### config.mk
export PLATFORM = sky130hd
export DESIGN_NAME = pcom_timer
export DESIGN_NICKNAME = d
export VERILOG_FILES = /design/src/pcom_pkg.sv /design/src/pcom_tick_gen.sv /design/src/pcom_timer.sv
export VERILOG_INCLUDE_DIRS = /design/src
export SDC_FILE = /design/constraint.sdc
export NUM_CORES = 1
export LEC_CHECK = 0
export ABC_AREA = 0
export BUFFER_PORTS_ARGS = -buffer_cell sky130_fd_sc_hd__buf_4
export CAP_MARGIN = 15
export CELL_PAD_IN_SITES_DETAIL_PLACEMENT = 0
export CELL_PAD_IN_SITES_GLOBAL_PLACEMENT = 2
export CORE_ASPECT_RATIO = 0.6
export CORE_MARGIN = 2
export CORE_UTILIZATION = 33
export CTS_CLUSTER_DIAMETER = 150
export DETAILED_ROUTE_END_ITERATION = 16
export HOLD_SLACK_MARGIN = 0.05
export PLACE_DENSITY = 0.82
export SLEW_MARGIN = 20
export SYNTH_ARGS = -nofsm -noshare
export SYNTH_HDL_FRONTEND = slang
export SYNTH_SLANG_ARGS = --single-unit
### constraint.sdc
create_clock -name i_core_clk -period 2.85 [get_ports i_core_clk]
set_clock_uncertainty 0.05 [all_clocks]
set_input_delay 0.285 -clock i_core_clk [delete_from_list [all_inputs] [get_ports i_core_clk]]
set_output_delay 0.285 -clock i_core_clk [all_outputs]
set_load 0.05 [all_outputs]
### src/pcom_map.svh
// register map, field positions, reset values and timing figures of the period counter
`ifndef PCOM_MAP_SVH
`define PCOM_MAP_SVH

// ---------------------------------------------------------------
// register offsets (byte addresses)
// ---------------------------------------------------------------
`define PCOM_ADDR_W         8
`define PCOM_OFS_CTRL       8'h00
`define PCOM_OFS_PERIOD     8'h04
`define PCOM_OFS_COUNT      8'h08

// ---------------------------------------------------------------
// control register fields
// ---------------------------------------------------------------
`define PCOM_BIT_ROLE       0
`define PCOM_BIT_INVERT     1
`define PCOM_BIT_GPVAL      2
`define PCOM_BIT_WIDTH      4
`define PCOM_BIT_RESTART    6
`define PCOM_BIT_ALLOW      7
`define PCOM_BIT_CLKMODE    8
`define PCOM_BIT_STATE      11

// ---------------------------------------------------------------
// reset values and timing
// ---------------------------------------------------------------
`define PCOM_RST_WORD       32'h0000_0000
`define PCOM_RST_BIT        1'h0
`define PCOM_CPU_MHZ        50
`define PCOM_TICK_DIV       4
`define PCOM_WIDTH_ONE      2'h1
`define PCOM_WIDTH_TWO      2'h2

`endif

### src/pcom_pkg.sv
// types shared by the period counter files
package pcom_pkg;

	// software control fields
	typedef struct packed {
		logic clock_pulse_select;
		logic count_allow;
		logic pulse_width_select;
		logic gp_output_value;
		logic output_invert;
		logic output_pin_role;
	} pcom_ctrl_type;

	// plain register port request
	typedef struct packed {
		logic [7:0]  addr;
		logic [31:0] wdata;
		logic        wr;
		logic        rd;
	} pcom_req_type;

endpackage

### src/pcom_tick_gen.sv
// timer input clock: one-cycle tick every div cpu clocks
`include "pcom_map.svh"

module pcom_tick_gen
	import pcom_pkg::*;
#(
	parameter int DIV = `PCOM_TICK_DIV
)(
	// clock and reset
	input  wire logic i_core_clk,
	input  wire logic i_nrst,
	// control
	input  wire logic i_restart,
	// tick
	output logic      o_tick
);

	localparam int CW = (DIV > 1) ? $clog2(DIV) : 1;
	localparam logic [CW-1:0] LAST = CW'(DIV - 1);

	logic [CW-1:0] div_q;

	// free-running divider, realigned by a restart
	always_ff @(posedge i_core_clk or negedge i_nrst)
	begin
		if (!i_nrst)
			div_q <= '0;
		else if (i_restart || div_q == LAST)
			div_q <= '0;
		else
			div_q <= div_q + CW'(1);
	end

	assign o_tick = (div_q == LAST) && !i_restart;

endmodule

### src/pcom_timer.sv
// period counter with status generation, output pin mux and register port
`include "pcom_map.svh"

module pcom_timer
	import pcom_pkg::*;
#(
	parameter int TICK_DIV = `PCOM_TICK_DIV
)(
	// clock and reset
	input  wire logic        i_core_clk,
	input  wire logic        i_nrst,
	// register port
	input  wire logic [7:0]  i_addr,
	input  wire logic [31:0] i_wdata,
	input  wire logic        i_wr,
	input  wire logic        i_rd,
	output logic      [31:0] o_rdata,
	// pin and status
	output logic             o_timer_out_pin,
	output logic             o_timer_state_output
);

	// ---------------------------------------------------------------
	// register port decode
	// ---------------------------------------------------------------
	pcom_req_type  req;
	pcom_ctrl_type ctrl_q;
	logic [31:0]   period_value_q;
	logic [31:0]   count_value_q;
	logic          state_q;
	logic [1:0]    wid_cnt_q;
	logic          pin_q;
	logic          wr_ctrl;
	logic          wr_period;
	logic          wr_count;
	logic          restart;
	logic          tick;
	logic          hit;
	logic [1:0]    wid_target;

	assign req = '{addr: i_addr, wdata: i_wdata, wr: i_wr, rd: i_rd};

	// address compare used by every strobe
	function automatic logic sel(input logic [7:0] a, input logic [7:0] ofs);
		return a == ofs;
	endfunction

	assign wr_ctrl   = req.wr && sel(req.addr, `PCOM_OFS_CTRL);
	assign wr_period = req.wr && sel(req.addr, `PCOM_OFS_PERIOD);
	assign wr_count  = req.wr && sel(req.addr, `PCOM_OFS_COUNT);
	assign restart   = wr_ctrl && req.wdata[`PCOM_BIT_RESTART] && req.wdata[`PCOM_BIT_ALLOW];

	// control fields, restart bit is write-only
	always_ff @(posedge i_core_clk or negedge i_nrst)
	begin
		if (!i_nrst)
			ctrl_q <= '0;
		else if (wr_ctrl)
		begin
			ctrl_q.output_pin_role    <= req.wdata[`PCOM_BIT_ROLE];
			ctrl_q.output_invert      <= req.wdata[`PCOM_BIT_INVERT];
			ctrl_q.gp_output_value    <= req.wdata[`PCOM_BIT_GPVAL];
			ctrl_q.pulse_width_select <= req.wdata[`PCOM_BIT_WIDTH];
			ctrl_q.count_allow        <= req.wdata[`PCOM_BIT_ALLOW];
			ctrl_q.clock_pulse_select <= req.wdata[`PCOM_BIT_CLKMODE];
		end
	end

	// period register, full 32 bits
	always_ff @(posedge i_core_clk or negedge i_nrst)
	begin
		if (!i_nrst)
			period_value_q <= `PCOM_RST_WORD;
		else if (wr_period)
			period_value_q <= req.wdata;
	end

	// read data, valid in the cycle after the read strobe only
	always_ff @(posedge i_core_clk or negedge i_nrst)
	begin
		if (!i_nrst)
			o_rdata <= `PCOM_RST_WORD;
		else if (!req.rd)
			o_rdata <= `PCOM_RST_WORD;
		else if (sel(req.addr, `PCOM_OFS_CTRL))
		begin
			o_rdata                       <= `PCOM_RST_WORD;
			o_rdata[`PCOM_BIT_ROLE]       <= ctrl_q.output_pin_role;
			o_rdata[`PCOM_BIT_INVERT]     <= ctrl_q.output_invert;
			o_rdata[`PCOM_BIT_GPVAL]      <= ctrl_q.gp_output_value;
			o_rdata[`PCOM_BIT_WIDTH]      <= ctrl_q.pulse_width_select;
			o_rdata[`PCOM_BIT_ALLOW]      <= ctrl_q.count_allow;
			o_rdata[`PCOM_BIT_CLKMODE]    <= ctrl_q.clock_pulse_select;
			o_rdata[`PCOM_BIT_STATE]      <= state_q;
		end
		else if (sel(req.addr, `PCOM_OFS_PERIOD))
			o_rdata <= period_value_q;
		else if (sel(req.addr, `PCOM_OFS_COUNT))
			o_rdata <= count_value_q;
		else
			o_rdata <= `PCOM_RST_WORD; // unmapped reads zero
	end

	// ---------------------------------------------------------------
	// timer input clock and counter
	// ---------------------------------------------------------------
	pcom_tick_gen #(
		.DIV        (TICK_DIV)
	) u_tick (
		.i_core_clk (i_core_clk),
		.i_nrst     (i_nrst),
		.i_restart  (restart),
		.o_tick     (tick)
	);

	// period match while counting is allowed
	assign hit = ctrl_q.count_allow && (count_value_q == period_value_q);

	// count: write, restart, wrap to zero, then step
	always_ff @(posedge i_core_clk or negedge i_nrst)
	begin
		if (!i_nrst)
			count_value_q <= `PCOM_RST_WORD;
		else if (wr_count)
			count_value_q <= req.wdata;
		else if (restart)
			count_value_q <= `PCOM_RST_WORD;
		else if (hit)
			count_value_q <= `PCOM_RST_WORD;
		else if (tick && ctrl_q.count_allow)
			count_value_q <= count_value_q + 32'h0000_0001;
	end

	// ---------------------------------------------------------------
	// status output
	// ---------------------------------------------------------------
	assign wid_target = ctrl_q.pulse_width_select ? `PCOM_WIDTH_TWO : `PCOM_WIDTH_ONE;

	// clock mode toggles on each match, pulse mode sets then times out
	always_ff @(posedge i_core_clk or negedge i_nrst)
	begin
		if (!i_nrst)
			state_q <= `PCOM_RST_BIT;
		else if (ctrl_q.clock_pulse_select)
		begin
			if (hit)
				state_q <= !state_q;
		end
		else if (hit)
			state_q <= 1'h1;
		else if (state_q && tick && (wid_cnt_q + 2'h1) >= wid_target)
			state_q <= 1'h0;
	end

	// ticks seen while the status is high since the last match, held at two
	always_ff @(posedge i_core_clk or negedge i_nrst)
	begin
		if (!i_nrst)
			wid_cnt_q <= '0;
		else if (hit)
			wid_cnt_q <= '0;
		else if (state_q && tick && wid_cnt_q != `PCOM_WIDTH_TWO)
			wid_cnt_q <= wid_cnt_q + 2'h1;
	end

	// ---------------------------------------------------------------
	// pin mux
	// ---------------------------------------------------------------
	always_ff @(posedge i_core_clk or negedge i_nrst)
	begin
		if (!i_nrst)
			pin_q <= `PCOM_RST_BIT;
		else if (ctrl_q.output_pin_role)
			pin_q <= ctrl_q.output_invert ? !state_q : state_q;
		else
			pin_q <= ctrl_q.gp_output_value;
	end

	assign o_timer_out_pin      = pin_q;
	assign o_timer_state_output = state_q;
endmodule

=== Yosys cells after proc, flatten, opt, wreduce, memory -nomap -nowiden ===
Index checks and enable logic that the tools add are counted.

* Memories: 0
* RAM bits: 0
* Input bits: 44
* Bits in read-only memories: 0
* Output and inout port bits: 34
* Latch bits: 0
* Register bits after elaboration: 108

* Shifts and indexed selects: 0
* Multiply operators: 0
* Add/sub/neg operators: 3
* Divide/modulo/power cells: 0
* Equal/unequal tests: 6
* Bitwise operators: 0
* Mux-type cells: 18
* Reduce and logical (&&, ||, !) cells: 19
* $lt $le $gt $ge: 1

{| class="wikitable"
|+ Operators with widths
! operator !! number
|-
| $mux 32 || 8
|-
| $add 32x1->32 const B || 1
|-
| $eq 32x32->1 || 1
|-
| $logic_and 1x1->1 || 11
|-
| $eq 8x3->1 const B || 1
|-
| $eq 8x4->1 const B || 1
|-
| $logic_not 8->1 || 1
|-
| $mux 2 || 4
|-
| $mux 1 || 6
|-
| $add 2x1->2 const B || 2
|-
| $reduce_bool 2->1 || 2
|-
| $reduce_bool 4->1 || 1
|-
| $eq 2x2->1 const B || 1
|-
| $ge 2x2->1 || 1
|-
| $logic_not 1->1 || 2
|-
| $ne 2x1->1 const B || 1
|-
| $ne 2x2->1 const B || 1
|-
| $reduce_and 2->1 || 1
|-
| $logic_or 1x1->1 || 1
|}

=== Depth between registers and ports, before layout ===
Gate-level depths: netlist (run 1).

* Depth in word-level cells: 11
* Gate-level depth with buffers: 9
* Depth with buffers taken out: 9

=== By module ===
From an unflattened synthesis (run 1), not the netlist that was laid out.

* Cell total of the unflattened synthesis: 589
* Area, all modules: 6142.1 um2

{| class="wikitable"
|+ Modules (own cells, without submodules)
! module !! cells an instance !! area an instance (um2) !! seq. area each (um2) !! times used
|-
| pcom_timer || 583 || 6048.3 || 2652.5 || 1
|-
| pcom_tick_gen || 6 || 93.8 || 50.0 || 1
|}

=== Worst setup path after synthesis (run 1) ===
OpenSTA, ideal clock, no wires.

* Path type: input port to flip-flop
* From: in i_addr[5]
* To: reg ctrl_q[0] in the netlist's numbering
* Path buffers: 1
* Path slack: 0.614 ns
* Stages: 7
* Required time: 2.675 ns
* Data arrival time: 2.061 ns
* Library setup time: 0.125 ns
* Cell sequence: or4_1 > or3_4 > or3_1 > buf_6 > clkinv_2 > nand2_4 > mux2_4

* Longest elaborated chain between the ends: 2

{| class="wikitable"
|+ Ends and longest elaborated chain
! element !! RTL line !! source
|-
| start: declaration || pcom_timer.sv:13 || <nowiki>input wire logic [7:0] i_addr,</nowiki>
|-
| $logic_not 8->1 || pcom_timer.sv:45 || <nowiki>return a == ofs;</nowiki>
|-
| $logic_and 1x1->1 || pcom_timer.sv:48 || <nowiki>assign wr_ctrl = req.wr && sel(req.addr, `PCOM_OFS_CTRL);</nowiki>
|-
| end: declaration || pcom_timer.sv:27 || <nowiki>pcom_ctrl_type ctrl_q;</nowiki>
|}

No other way between the ends.
A chain may end at the register's enable or synchronous reset.

=== Final worst setup path (run 1) ===
* From: reg count_value_q[0]
* To: reg count_value_q[29]

* Longest elaborated chain between the ends: 5
* Elaborated cells between the ends (all ways): 8
* Those cells by class: add/sub (1); eq/ne (1); mux (4); reduce/logical (2)

{| class="wikitable"
|+ Ends and longest elaborated chain
! element !! RTL line !! source
|-
| start: declaration || pcom_timer.sv:29 || <nowiki>logic [31:0] count_value_q;</nowiki>
|-
| start signal: assignment || pcom_timer.sv:123 || <nowiki>count_value_q <= `PCOM_RST_WORD;</nowiki>
|-
| start signal: assignment || pcom_timer.sv:125 || <nowiki>count_value_q <= req.wdata;</nowiki>
|-
| start signal: assignment || pcom_timer.sv:127 || <nowiki>count_value_q <= `PCOM_RST_WORD;</nowiki>
|-
| $add 32x1->32 / $eq 32x32->1 (equally long branches) || pcom_timer.sv:131, pcom_timer.sv:117 ||
|-
| $mux 32 / $logic_and 1x1->1 (equally long branches) || pcom_timer.sv:130, pcom_timer.sv:117 ||
|-
| $mux 32 || pcom_timer.sv:128 || <nowiki>else if (hit)</nowiki>
|-
| $mux 32 || pcom_timer.sv:126 || <nowiki>else if (restart)</nowiki>
|-
| $mux 32 || pcom_timer.sv:124 || <nowiki>else if (wr_count)</nowiki>
|}

Several ways; a longest one is shown, not always the timed one. The select of a mux whose other input is x is not followed.

==> results of run 1 <==
==> cells by family (layout without fill, tap and decap cells) <==
logic type | after synthesis | count (layout) | share of synthesized area
mux | 39 | 39 | 0.0795
xor+xnor | 35 | 35 | 0.0528
fa+ha+maj | 5 | 5 | 0.0108
compound gates | 114 | 114 | 0.147
flops | 108 | 108 | 0.465
buf+inv | 47 | 117 | 0.0368
simple gates | 235 | 235 | 0.208
==> final cells by class <==
class / count / area (um^2)
Fill cell: 1712 / 10200
Inverter: 5 / 20.0
Timing Repair Buffer: 96 / 798
Clock inverter: 7 / 56.3
Tap cell: 234 / 293
Clock buffer: 9 / 225
Multi-Input combinational cell: 428 / 2910
Sequential cell: 108 / 2700
==> final timing paths <==
check                                    end  slack (ps)              from
hold / removal             period_value_q[3]         110        i_wdata[3]
min in group asynchronous        o_rdata[12]         450            i_nrst
max in group asynchronous  count_value_q[25]        1540            i_nrst
hold reg to reg              u_tick.div_q[0]         390   u_tick.div_q[0]
setup / recovery           count_value_q[29]         270  count_value_q[0]
setup reg to reg           count_value_q[29]         270  count_value_q[0]
==> placed cells by master (no fill, tap or decap), drive strengths merged, types with 5 or more instances in the layout <==
master	instances
nand3	31
a31oi	5
a2bb2oi	30
and4	12
nor3	7
nor2	50
a22oi	27
inv	7
ha	5
clkinv	5
nand2	67
and2	7
nand4	20
nor4	7
xnor2	31
mux2	39
clkbuf	9
and3	16
dfrtp	108
a2111oi	7
buf	95
a21oi	22
==> timing repair <==
action	CTS	global route
hold buffers	1	0
endpoints found under the setup margin	0	0
hold endpoints to repair	46	0
==> report_power, final <==
group,total [mW],internal (mW),switching [mW]
logic,0.332,0.146,0.187
registers,1.64,1.58,0.0651
clock network,1.23,0.609,0.619
total,3.20,2.33,0.871
==> through the flow <==
| stage | setup WS [ps] | utilization | hold WS [ps] | instance area [um^2] | power, mW |
|---|---|---|---|---|---|
| floorplan | 614 | - | -60.6 | 5810 | 1.82 |
| global placement | 349 | 0.391 | 288 | 6710 | 1.99 |
| detailed placement | 286 | 0.391 | 299 | 6710 | 2.00 |
| CTS | 351 | 0.408 | 106 | 7000 | 3.23 |
| global route | 125 | 0.408 | 112 | 7000 | 3.33 |
| finish | 271 | 0.408 | 115 | 7000 | 3.20 |
==> metal layers <==
layer	GRT usage	wire, um
met5	0	0
met4	0.0375	218
met3	0.0450	1180
met2	0.282	7370
met1	0.306	9230
==> state kept, by name (all words and copies together) (netlist names) <==
name	count
count_value_q	32
o_rdata	32
period_value_q	32
ctrl_q	6
u_tick.div_q	2
wid_cnt_q	2
o_timer_out_pin	1
o_timer_state_output	1
==> summary.md, run 1 <==
| Metric | Value |
|---|---|
| Post-CTS sizing | 0 |
| Measured slew at the worst slew-check pin | 633 ps |
| Most common cell in the netlist | dfrtp_1 |
| GR Util All Layers | 0.199 |
| Lkg Pwr | between 3 and 4 nW |
| Routed vias/inst | roughly 5.6 |
| DRT iter0 DRCs | 350 |
| Commonest register cell after synthesis | dfrtp_1 |
| Status | complete, no violations |
| WP buf/inv | 2 |
| Critical path arrival | around 2800 ps |
| Worst VDD drop | ~0.27 mV |
| Slew Limit Headroom | 0.578 |
| RSZ-0062 raised after global routing | false |
| Seq cells post-synth | roughly 110 |
| Initial Utilization | 0.338 |
| Die footprint | 18700 um^2 |
| GP Congestion | 0.869 |
| Remaining Overflow, GRT | 0 |
| Clk root buf | clkbuf_16 |
| Clk buf depth | 2 |
| Crit. End Element | register |
| Die Y | about 110 um |
| Post-route antenna net violation count | 0 |
| Antenna violations before repair | 0 |
| H-tree depth | 3 |
| DPL Wire Length | about 13000 um |
| Synth Warn # | 0 |
| Worst Setup Path Type | register to register |
| Top Family by Delay on Critical Path | simple AND/OR/NAND/NOR gates |
| Synthesized net count | between 600 and 700 |
| Min-Delay Path Class | input port to register |
| N_diodes | 0 |
| CTS tree | done |
| Top cells by area, synth | dfrtp_1 (47%), mux2_2 (6.4%), xnor2_1 (4.7%) |
| Final Hold Violating Endpoints | 0 |
| # rows | 37 |
| Slowest CP cell | dfrtp_1 |
| F_max | a little under 0.4 GHz |
| Syn avg cell area | between 9 and 10 um^2 |
| CP startpoint kind | register |
| Num Clock Sinks | approximately 110 |
| Fin nets | about 700 |
| Worst skew pair latency | between 300 and 400 ps |
| First-pass GRT wire length | around 28000 um |
| Port bufs | 77 |
| Hold depth | 2 |
| Core footprint | 17200 um^2 |
| Drt wl/cell | about 20 um |
| Num CTS Buffers | 9 |
| Slew Limit Fails | 0 |
| Cell Count Post-Placement | between 800 and 900 |
| Layout area overhead | 20.5% |
| Post-Synthesis Cells | around 580 |
| Cell Count, Final, Fillers Out | between 800 and 900 |
| Yosys top cell area share | 0.465 |
| Maximum fanout along the worst path | 17 |
| Post-synthesis async set-or-reset flop share | 1.00 |
| DRC viols | 0 |
| Max Cap Viol | 0 |
| Ports | 78 |
| Crit path cell chain | xnor2_1 > nand4_1 > nor4_1 > a41oi_4 > buf_12 > nand2_2 > buf_12 > a2bb2oi_1 |
| Synth top cells by count | dfrtp_1 (108), nand2_1 (64), nor2_1 (50) |
| Sequential area share after synthesis | 0.465 |
| Setup Total Neg Slack | 0 ps |
| WL final | 18000 um |
| Power Density | approximately 460 nW/um^2 |
| Synthesized cell area | approximately 5800 um^2 |
| Synth cell types | 53 |
| # Post-CTS Setup Buffers | 0 |
| Layout cells sized above 1 | 0.247 |
| Largest net degree at the start of global routing | 63 |
| Period utilisation layout | 0.905 |
| Final min period | 2580 ps |
| Via count | about 5000 |
| Worst EP required | slightly above 3000 ps |
| WP depth | 8 |
| Clk slew on worst S/H paths | around 80 ps |
| Reg2Reg Depth | 8 |
| Max incr delay on CP | ~470 ps |
| Final setup fails | 0 |
| EDFF count, synth | 0 |
| Yosys top cell by area | dfrtp_1 |
| Most used cell along the critical path | buf_12 |
| Vias in the first global route | 4971 |
| Drt first pass iters | 5 |
| Die width | 175 um |
Power figures use the tool's default switching activity.
==> run 2, diff against run 1 <==
--- a/config.mk
+++ b/config.mk
@@ -17,6 +17,7 @@
 export CTS_CLUSTER_DIAMETER = 150
 export DETAILED_ROUTE_END_ITERATION = 16
 export HOLD_SLACK_MARGIN = 0.05
+export MAX_ROUTING_LAYER = met4
 export PLACE_DENSITY = 0.82
 export SLEW_MARGIN = 20
 export SYNTH_ARGS = -nofsm -noshare
==> summary.md, run 2 (synthesis gave the netlist of run 1 again) <==
| Metric | Value |
|---|---|
| CP startpoint kind | register |
| Die Y | 107 um (unchanged) |
| Post-CTS sizing | 0 (unchanged) |
| Clk slew on worst S/H paths | 80 ps (about the same) |
| Fin nets | 697 (unchanged) |
| DRC viols | 0 (unchanged) |
| Cell Count, Final, Fillers Out | 887 (unchanged) |
| Port bufs | 77 (unchanged) |
| F_max | 0.395 GHz (+1.8%) |
| GR Util All Layers | 0.205 (+0.00596) |
| Clk root buf | clkbuf_16 |
| Via count | 4953 (-0.44%) |
| Min-Delay Path Class | input port to register |
| Die width | 175 um (unchanged) |
| Worst EP required | 3070 ps (about the same) |
| Post-route antenna net violation count | 0 (unchanged) |
| # rows | 37 (unchanged) |
| Setup Total Neg Slack | 0 ps (unchanged) |
| Maximum fanout along the worst path | 17 (unchanged) |
| H-tree depth | 3 (unchanged) |
| Internal power | 2.33 mW (about the same) |
| Most common cell after layout, fill and taps aside | dfrtp_1 |
| Vias in the first global route | 4969 (-0.040%) |
| Switching power | 0.873 mW (+0.24%) |
| Die footprint | 18700 um^2 (unchanged) |
| Sw Share | 0.273 (+0.000465) |
| Initial Utilization | 0.338 (unchanged) |
| Total Power | 3.20 mW (about the same) |
| Lkg Pwr | 3.10 nW (unchanged) |
| RSZ-0062 raised after global routing | false |
| Period utilisation layout | 0.889 (-0.0160) |
| Worst Setup Path Type | register to register |
| Biggest registers after layout | count_value_q (32), o_rdata (32), period_value_q (32) |
| Clock Power Share | 0.384 (about the same) |
| Status | complete, no violations |
| Largest net degree at the start of global routing | 63 (unchanged) |
| Comb pwr share | 0.104 (about the same) |
| Num CTS Buffers | 9 (unchanged) |
| Antenna violations before repair | 0 (unchanged) |
| Hold buffer count at cts | 1 (unchanged) |
| Remaining Overflow, GRT | 0 (unchanged) |
| Max Cap Viol | 0 (unchanged) |
| Power Density | 457 nW/um^2 (about the same) |
| Layout area overhead | 20.5% (unchanged) |
| Routed vias/inst | 5.58 (-0.44%) |
| First-pass GRT wire length | 28500 um (about the same) |
| Final min period | 2530 ps (-45.7 ps) |
| Clk buf depth | 2 (unchanged) |
| Final Hold Violating Endpoints | 0 (unchanged) |
| Cell Count Post-Placement | 870 (unchanged) |
| Num Clock Sinks | 108 (unchanged) |
| Drt first pass iters | 5 (unchanged) |
| # Post-CTS Setup Buffers | 0 (unchanged) |
| Slew Limit Headroom | 0.579 (+0.00133) |
| N_diodes | 0 (unchanged) |
| Drt wl/cell | 20.2 um (-0.29%) |
| Most frequent cells in the layout | dfrtp_1 (108), buf_4 (89), nand2_1 (64) |
| GP Congestion | 0.883 (+1.6%) |
| Critical path arrival | 2750 ps (-50 ps) |
| Worst VDD drop | 0.272 mV (+0.42%) |
| WL final | 18000 um (-0.29%) |
| Final setup fails | 0 (unchanged) |
| Layout fillers | 1712 (unchanged) |
| Flop pwr share | 0.512 (about the same) |
| CTS tree | done |
| Core footprint | 17200 um^2 (unchanged) |
| Measured slew at the worst slew-check pin | 631 ps (-1.99 ps) |
| Ports | 78 (unchanged) |
| DPL Wire Length | 13000 um (unchanged) |
| DRT iter0 DRCs | 395 (+13%) |
| Worst skew pair latency | 360 ps (about the same) |
| Slew Limit Fails | 0 (unchanged) |
| Crit. End Element | register |
| Layout cells sized above 1 | 0.247 (unchanged) |
-- run 2: cell counts in the layout (fill, tap and decap cells not counted) --
Identical to the previous run, type by type.
-- run 2: per-layer routing --
| layer | global-route usage | wire [um] |
|---|---|---|
| met1 | 0.307 | 9260 |
| met3 | 0.0454 | 1200 |
| met2 | 0.283 | 7310 |
| met4 | 0.0363 | 180 |
| met5 | - | 0 |
-- run 2: power groups by stage --
stage                     Clock, mW  Combinational, mW  Sequential [mW]
after floorplan                   0              0.172             1.65
after global placement            0              0.321             1.67
after detailed placement          0              0.330             1.67
after CTS                      1.26              0.332             1.64
after global routing           1.31              0.365             1.65
final                          1.23              0.333             1.64
-- run 2: final cells by class --
type                            count  area, um^2  share of cell area
Inverter                            5        20.0             0.00286
Sequential cell                   108        2700               0.386
Clock inverter                      7        56.3             0.00804
Multi-Input combinational cell    428        2910               0.415
Tap cell                          234         293              0.0418
Timing Repair Buffer               96         798               0.114
Clock buffer                        9         225              0.0322
-- run 2: per-stage QoR --
stage	area [um^2]	setup slack [ps]	util	hold slack, ps
after floorplan	5810	614	-	-60.6
after global placement	6710	349	0.391	288
after detailed placement	6710	286	0.391	299
after CTS	7000	351	0.408	106
after global routing	7000	125	0.408	112
final	7000	317	0.408	114
-- run 2: path summary, 6_finish.rpt --
check / from / to / slack [ps] / cells past startpoint
worst max-delay path: count_value_q[0] / count_value_q[24] / 320 / 8
worst min-delay path: i_wdata[3] / period_value_q[3] / 110 / 2
worst max register to register: count_value_q[0] / count_value_q[24] / 320 / 8
worst min register to register: u_tick.div_q[0] / u_tick.div_q[0] / 390 / 1
max in group asynchronous: i_nrst / count_value_q[25] / 1540 / 3
min in group asynchronous: i_nrst / o_rdata[12] / 450 / 2
-- run 2: worst max-delay path, cell delays in order, from the launching register on --
cell,delay [ps]
dfrtp_1,470
xnor2_1,350
nand4_1,150
nor4_1,450
a41oi_4,280
buf_12,230
nand2_2,130
buf_12,160
a2bb2oi_1,170
==> run 3, diff against run 2 <==
--- a/config.mk
+++ b/config.mk
@@ -14,6 +14,7 @@
 export CORE_ASPECT_RATIO = 0.6
 export CORE_MARGIN = 2
 export CORE_UTILIZATION = 33
+export CTS_BUF_LIST = sky130_fd_sc_hd__clkbuf_4
 export CTS_CLUSTER_DIAMETER = 150
 export DETAILED_ROUTE_END_ITERATION = 16
 export HOLD_SLACK_MARGIN = 0.05
==> summary.md, run 3 (synthesis gave the netlist of run 1 again) <==
| Metric | Value |
|---|---|
| Status | complete, no violations |
| Clk slew on worst S/H paths | 210 ps (+130 ps) |
| First-pass GRT wire length | 28700 um (+0.80%) |
| N_diodes | 0 (unchanged) |
| # rows | 37 (unchanged) |
| Critical path arrival | 2980 ps (+230 ps) |
| Die footprint | 18700 um^2 (unchanged) |
| WL final | 18100 um (+0.84%) |
| WP buf/inv | 2 (unchanged) |
| Initial Utilization | 0.338 (unchanged) |
| Pre-CTS setup slack | 286 ps (unchanged) |
| Final Hold Violating Endpoints | 0 (unchanged) |
| # Post-CTS Setup Buffers | 0 (unchanged) |
| H-tree depth | 3 (unchanged) |
| Util after Layout | 0.418 (+0.0101) |
| Crit. End Element | register |
| GR Util All Layers | 0.206 (+0.00134) |
| Ports | 78 (unchanged) |
| Final min period | 2610 ps (+77.5 ps) |
| Maximum fanout along the worst path | 17 (unchanged) |
| Most used cell along the critical path | buf_12 |
| Period utilisation layout | 0.916 (+0.0272) |
| Placement Cell Area | 6710 um^2 (unchanged) |
| Clk buf depth | 2 (unchanged) |
| Max Cap Viol | 0 (unchanged) |
| Power Density | 387 nW/um^2 (-15%) |
| Crit path cell chain | xnor2_1 > nand4_1 > nor4_1 > a41oi_4 > buf_12 > nand2_2 > buf_12 > a2bb2oi_1 |
| Worst skew pair latency | 500 ps (+140 ps) |
| Lkg Pwr | 3.17 nW (+2.2%) |
| Slew Limit Headroom | 0.578 (-0.00166) |
| Remaining Overflow, GRT | 0 (unchanged) |
| Fin nets | 730 (+4.7%) |
| Antenna violations before repair | 0 (unchanged) |
| CP startpoint kind | register |
| Layout fillers | 1698 (-0.82%) |
| Worst Setup Path Type | register to register |
| Drt wl/cell | 19.7 um (-2.8%) |
| Routed vias/inst | 5.54 (-0.76%) |
| Slowest CP cell | dfrtp_1 |
| Fin worst setup slack | 239 ps (-77.5 ps) |
| Clk root buf | clkbuf_4 |
| Most frequent cells in the layout | dfrtp_1 (108), buf_4 (89), nand2_1 (64) |
| Slew Limit Fails | 0 (unchanged) |
| Via count | 5098 (+2.9%) |
| RSZ-0062 raised after global routing | false |
| Post-route antenna net violation count | 0 (unchanged) |
| Top Family by Delay on Critical Path | simple AND/OR/NAND/NOR gates |
| Biggest registers after layout | count_value_q (32), o_rdata (32), period_value_q (32) |
| Final instance area | 7180 um^2 (+2.5%) |
| Max incr delay on CP | 510 ps (+40 ps) |
| Most common cell after layout, fill and taps aside | dfrtp_1 |
| DPL Wire Length | 13000 um (unchanged) |
| Cell Count, Final, Fillers Out | 920 (+3.7%) |
| Die Y | 107 um (unchanged) |
| Layout area overhead | 23.5% |
| Worst VDD drop | 0.206 mV (-24%) |
| Min-Delay Path Class | input port to register |
| Post-CTS sizing | 0 (unchanged) |
| Final setup fails | 0 (unchanged) |
| Core footprint | 17200 um^2 (unchanged) |
| Hold buffer count at cts | 34 (+33) |
| F_max | 0.383 GHz (-3.0%) |
| Drt first pass iters | 5 (unchanged) |
| Port bufs | 77 (unchanged) |
| Largest net degree at the start of global routing | 63 (unchanged) |
| Die width | 175 um (unchanged) |
| DRT iter0 DRCs | 411 (+4.1%) |
| Setup Total Neg Slack | 0 ps (unchanged) |
| Worst EP required | 3220 ps (+150 ps) |
| Total Power | 2.78 mW (-13%) |
| CTS tree | done |
| Hold Slack | 157 ps (+42.6 ps) |
| Measured slew at the worst slew-check pin | 617 ps (-13.5 ps) |
| Vias in the first global route | 5042 (+1.5%) |
| DRC viols | 0 (unchanged) |
| Cell Count Post-Placement | 870 (unchanged) |
| GP Congestion | 0.883 (unchanged) |
| Num CTS Buffers | 9 (unchanged) |
| Layout cells sized above 1 | 0.235 (-0.0119) |
| Num Clock Sinks | 108 (unchanged) |
==> run 3: cell types whose count changed in the layout (fill, tap and decap cells not counted) <==
cell | before | now
clkbuf_16 | 9 | 0
dlygate4sd3_1 | 1 | 34
clkbuf_4 | 0 | 9
==> run 3: worst min-delay path: cells and delay by family <==
| family | cells | cell delay (ps) |
|---|---|---|
| muxes | 1 | 210 |
| and+or+nand+nor | 1 | 100 |
| buffers and inverters | 1 | 110 |
==> run 3: metal layers <==
layer	vias up	track usage	wire length (um)
met5	-	-	0
met4	0	0.0351	197
met3	23	0.0397	1270
met2	203	0.289	7510
met1	2541	0.310	9130
li1	2331	-	-
==> run 3: path summary, 6_finish.rpt <==
kind,cells after the start,start,slack (ps),to
worst max-delay path,8,count_value_q[0],240,count_value_q[7]
worst min-delay path,3,i_wr,160,ctrl_q[0]
worst max register to register,8,count_value_q[0],240,count_value_q[7]
worst min register to register,1,u_tick.div_q[0],410,u_tick.div_q[0]
max in group asynchronous,3,i_nrst,1700,count_value_q[28]
min in group asynchronous,2,i_nrst,300,period_value_q[22]
==> run 3: cell type report <==
class	count	area [um^2]	share of cell area
multi-input combinational	428	2910	0.405
sequential	108	2700	0.377
timing repair buffer	129	1130	0.157
tap	234	293	0.0408
clock buffer	9	67.6	0.00941
clock inverter	7	56.3	0.00785
inverter	5	20.0	0.00279
==> run 3: report_power, final <==
part | leakage (nW) | internal, mW | switching (mW)
sequential | 1.47 | 1.58 | 0.0652
combinational | 1.63 | 0.175 | 0.192
clock | 0.0730 | 0.194 | 0.575
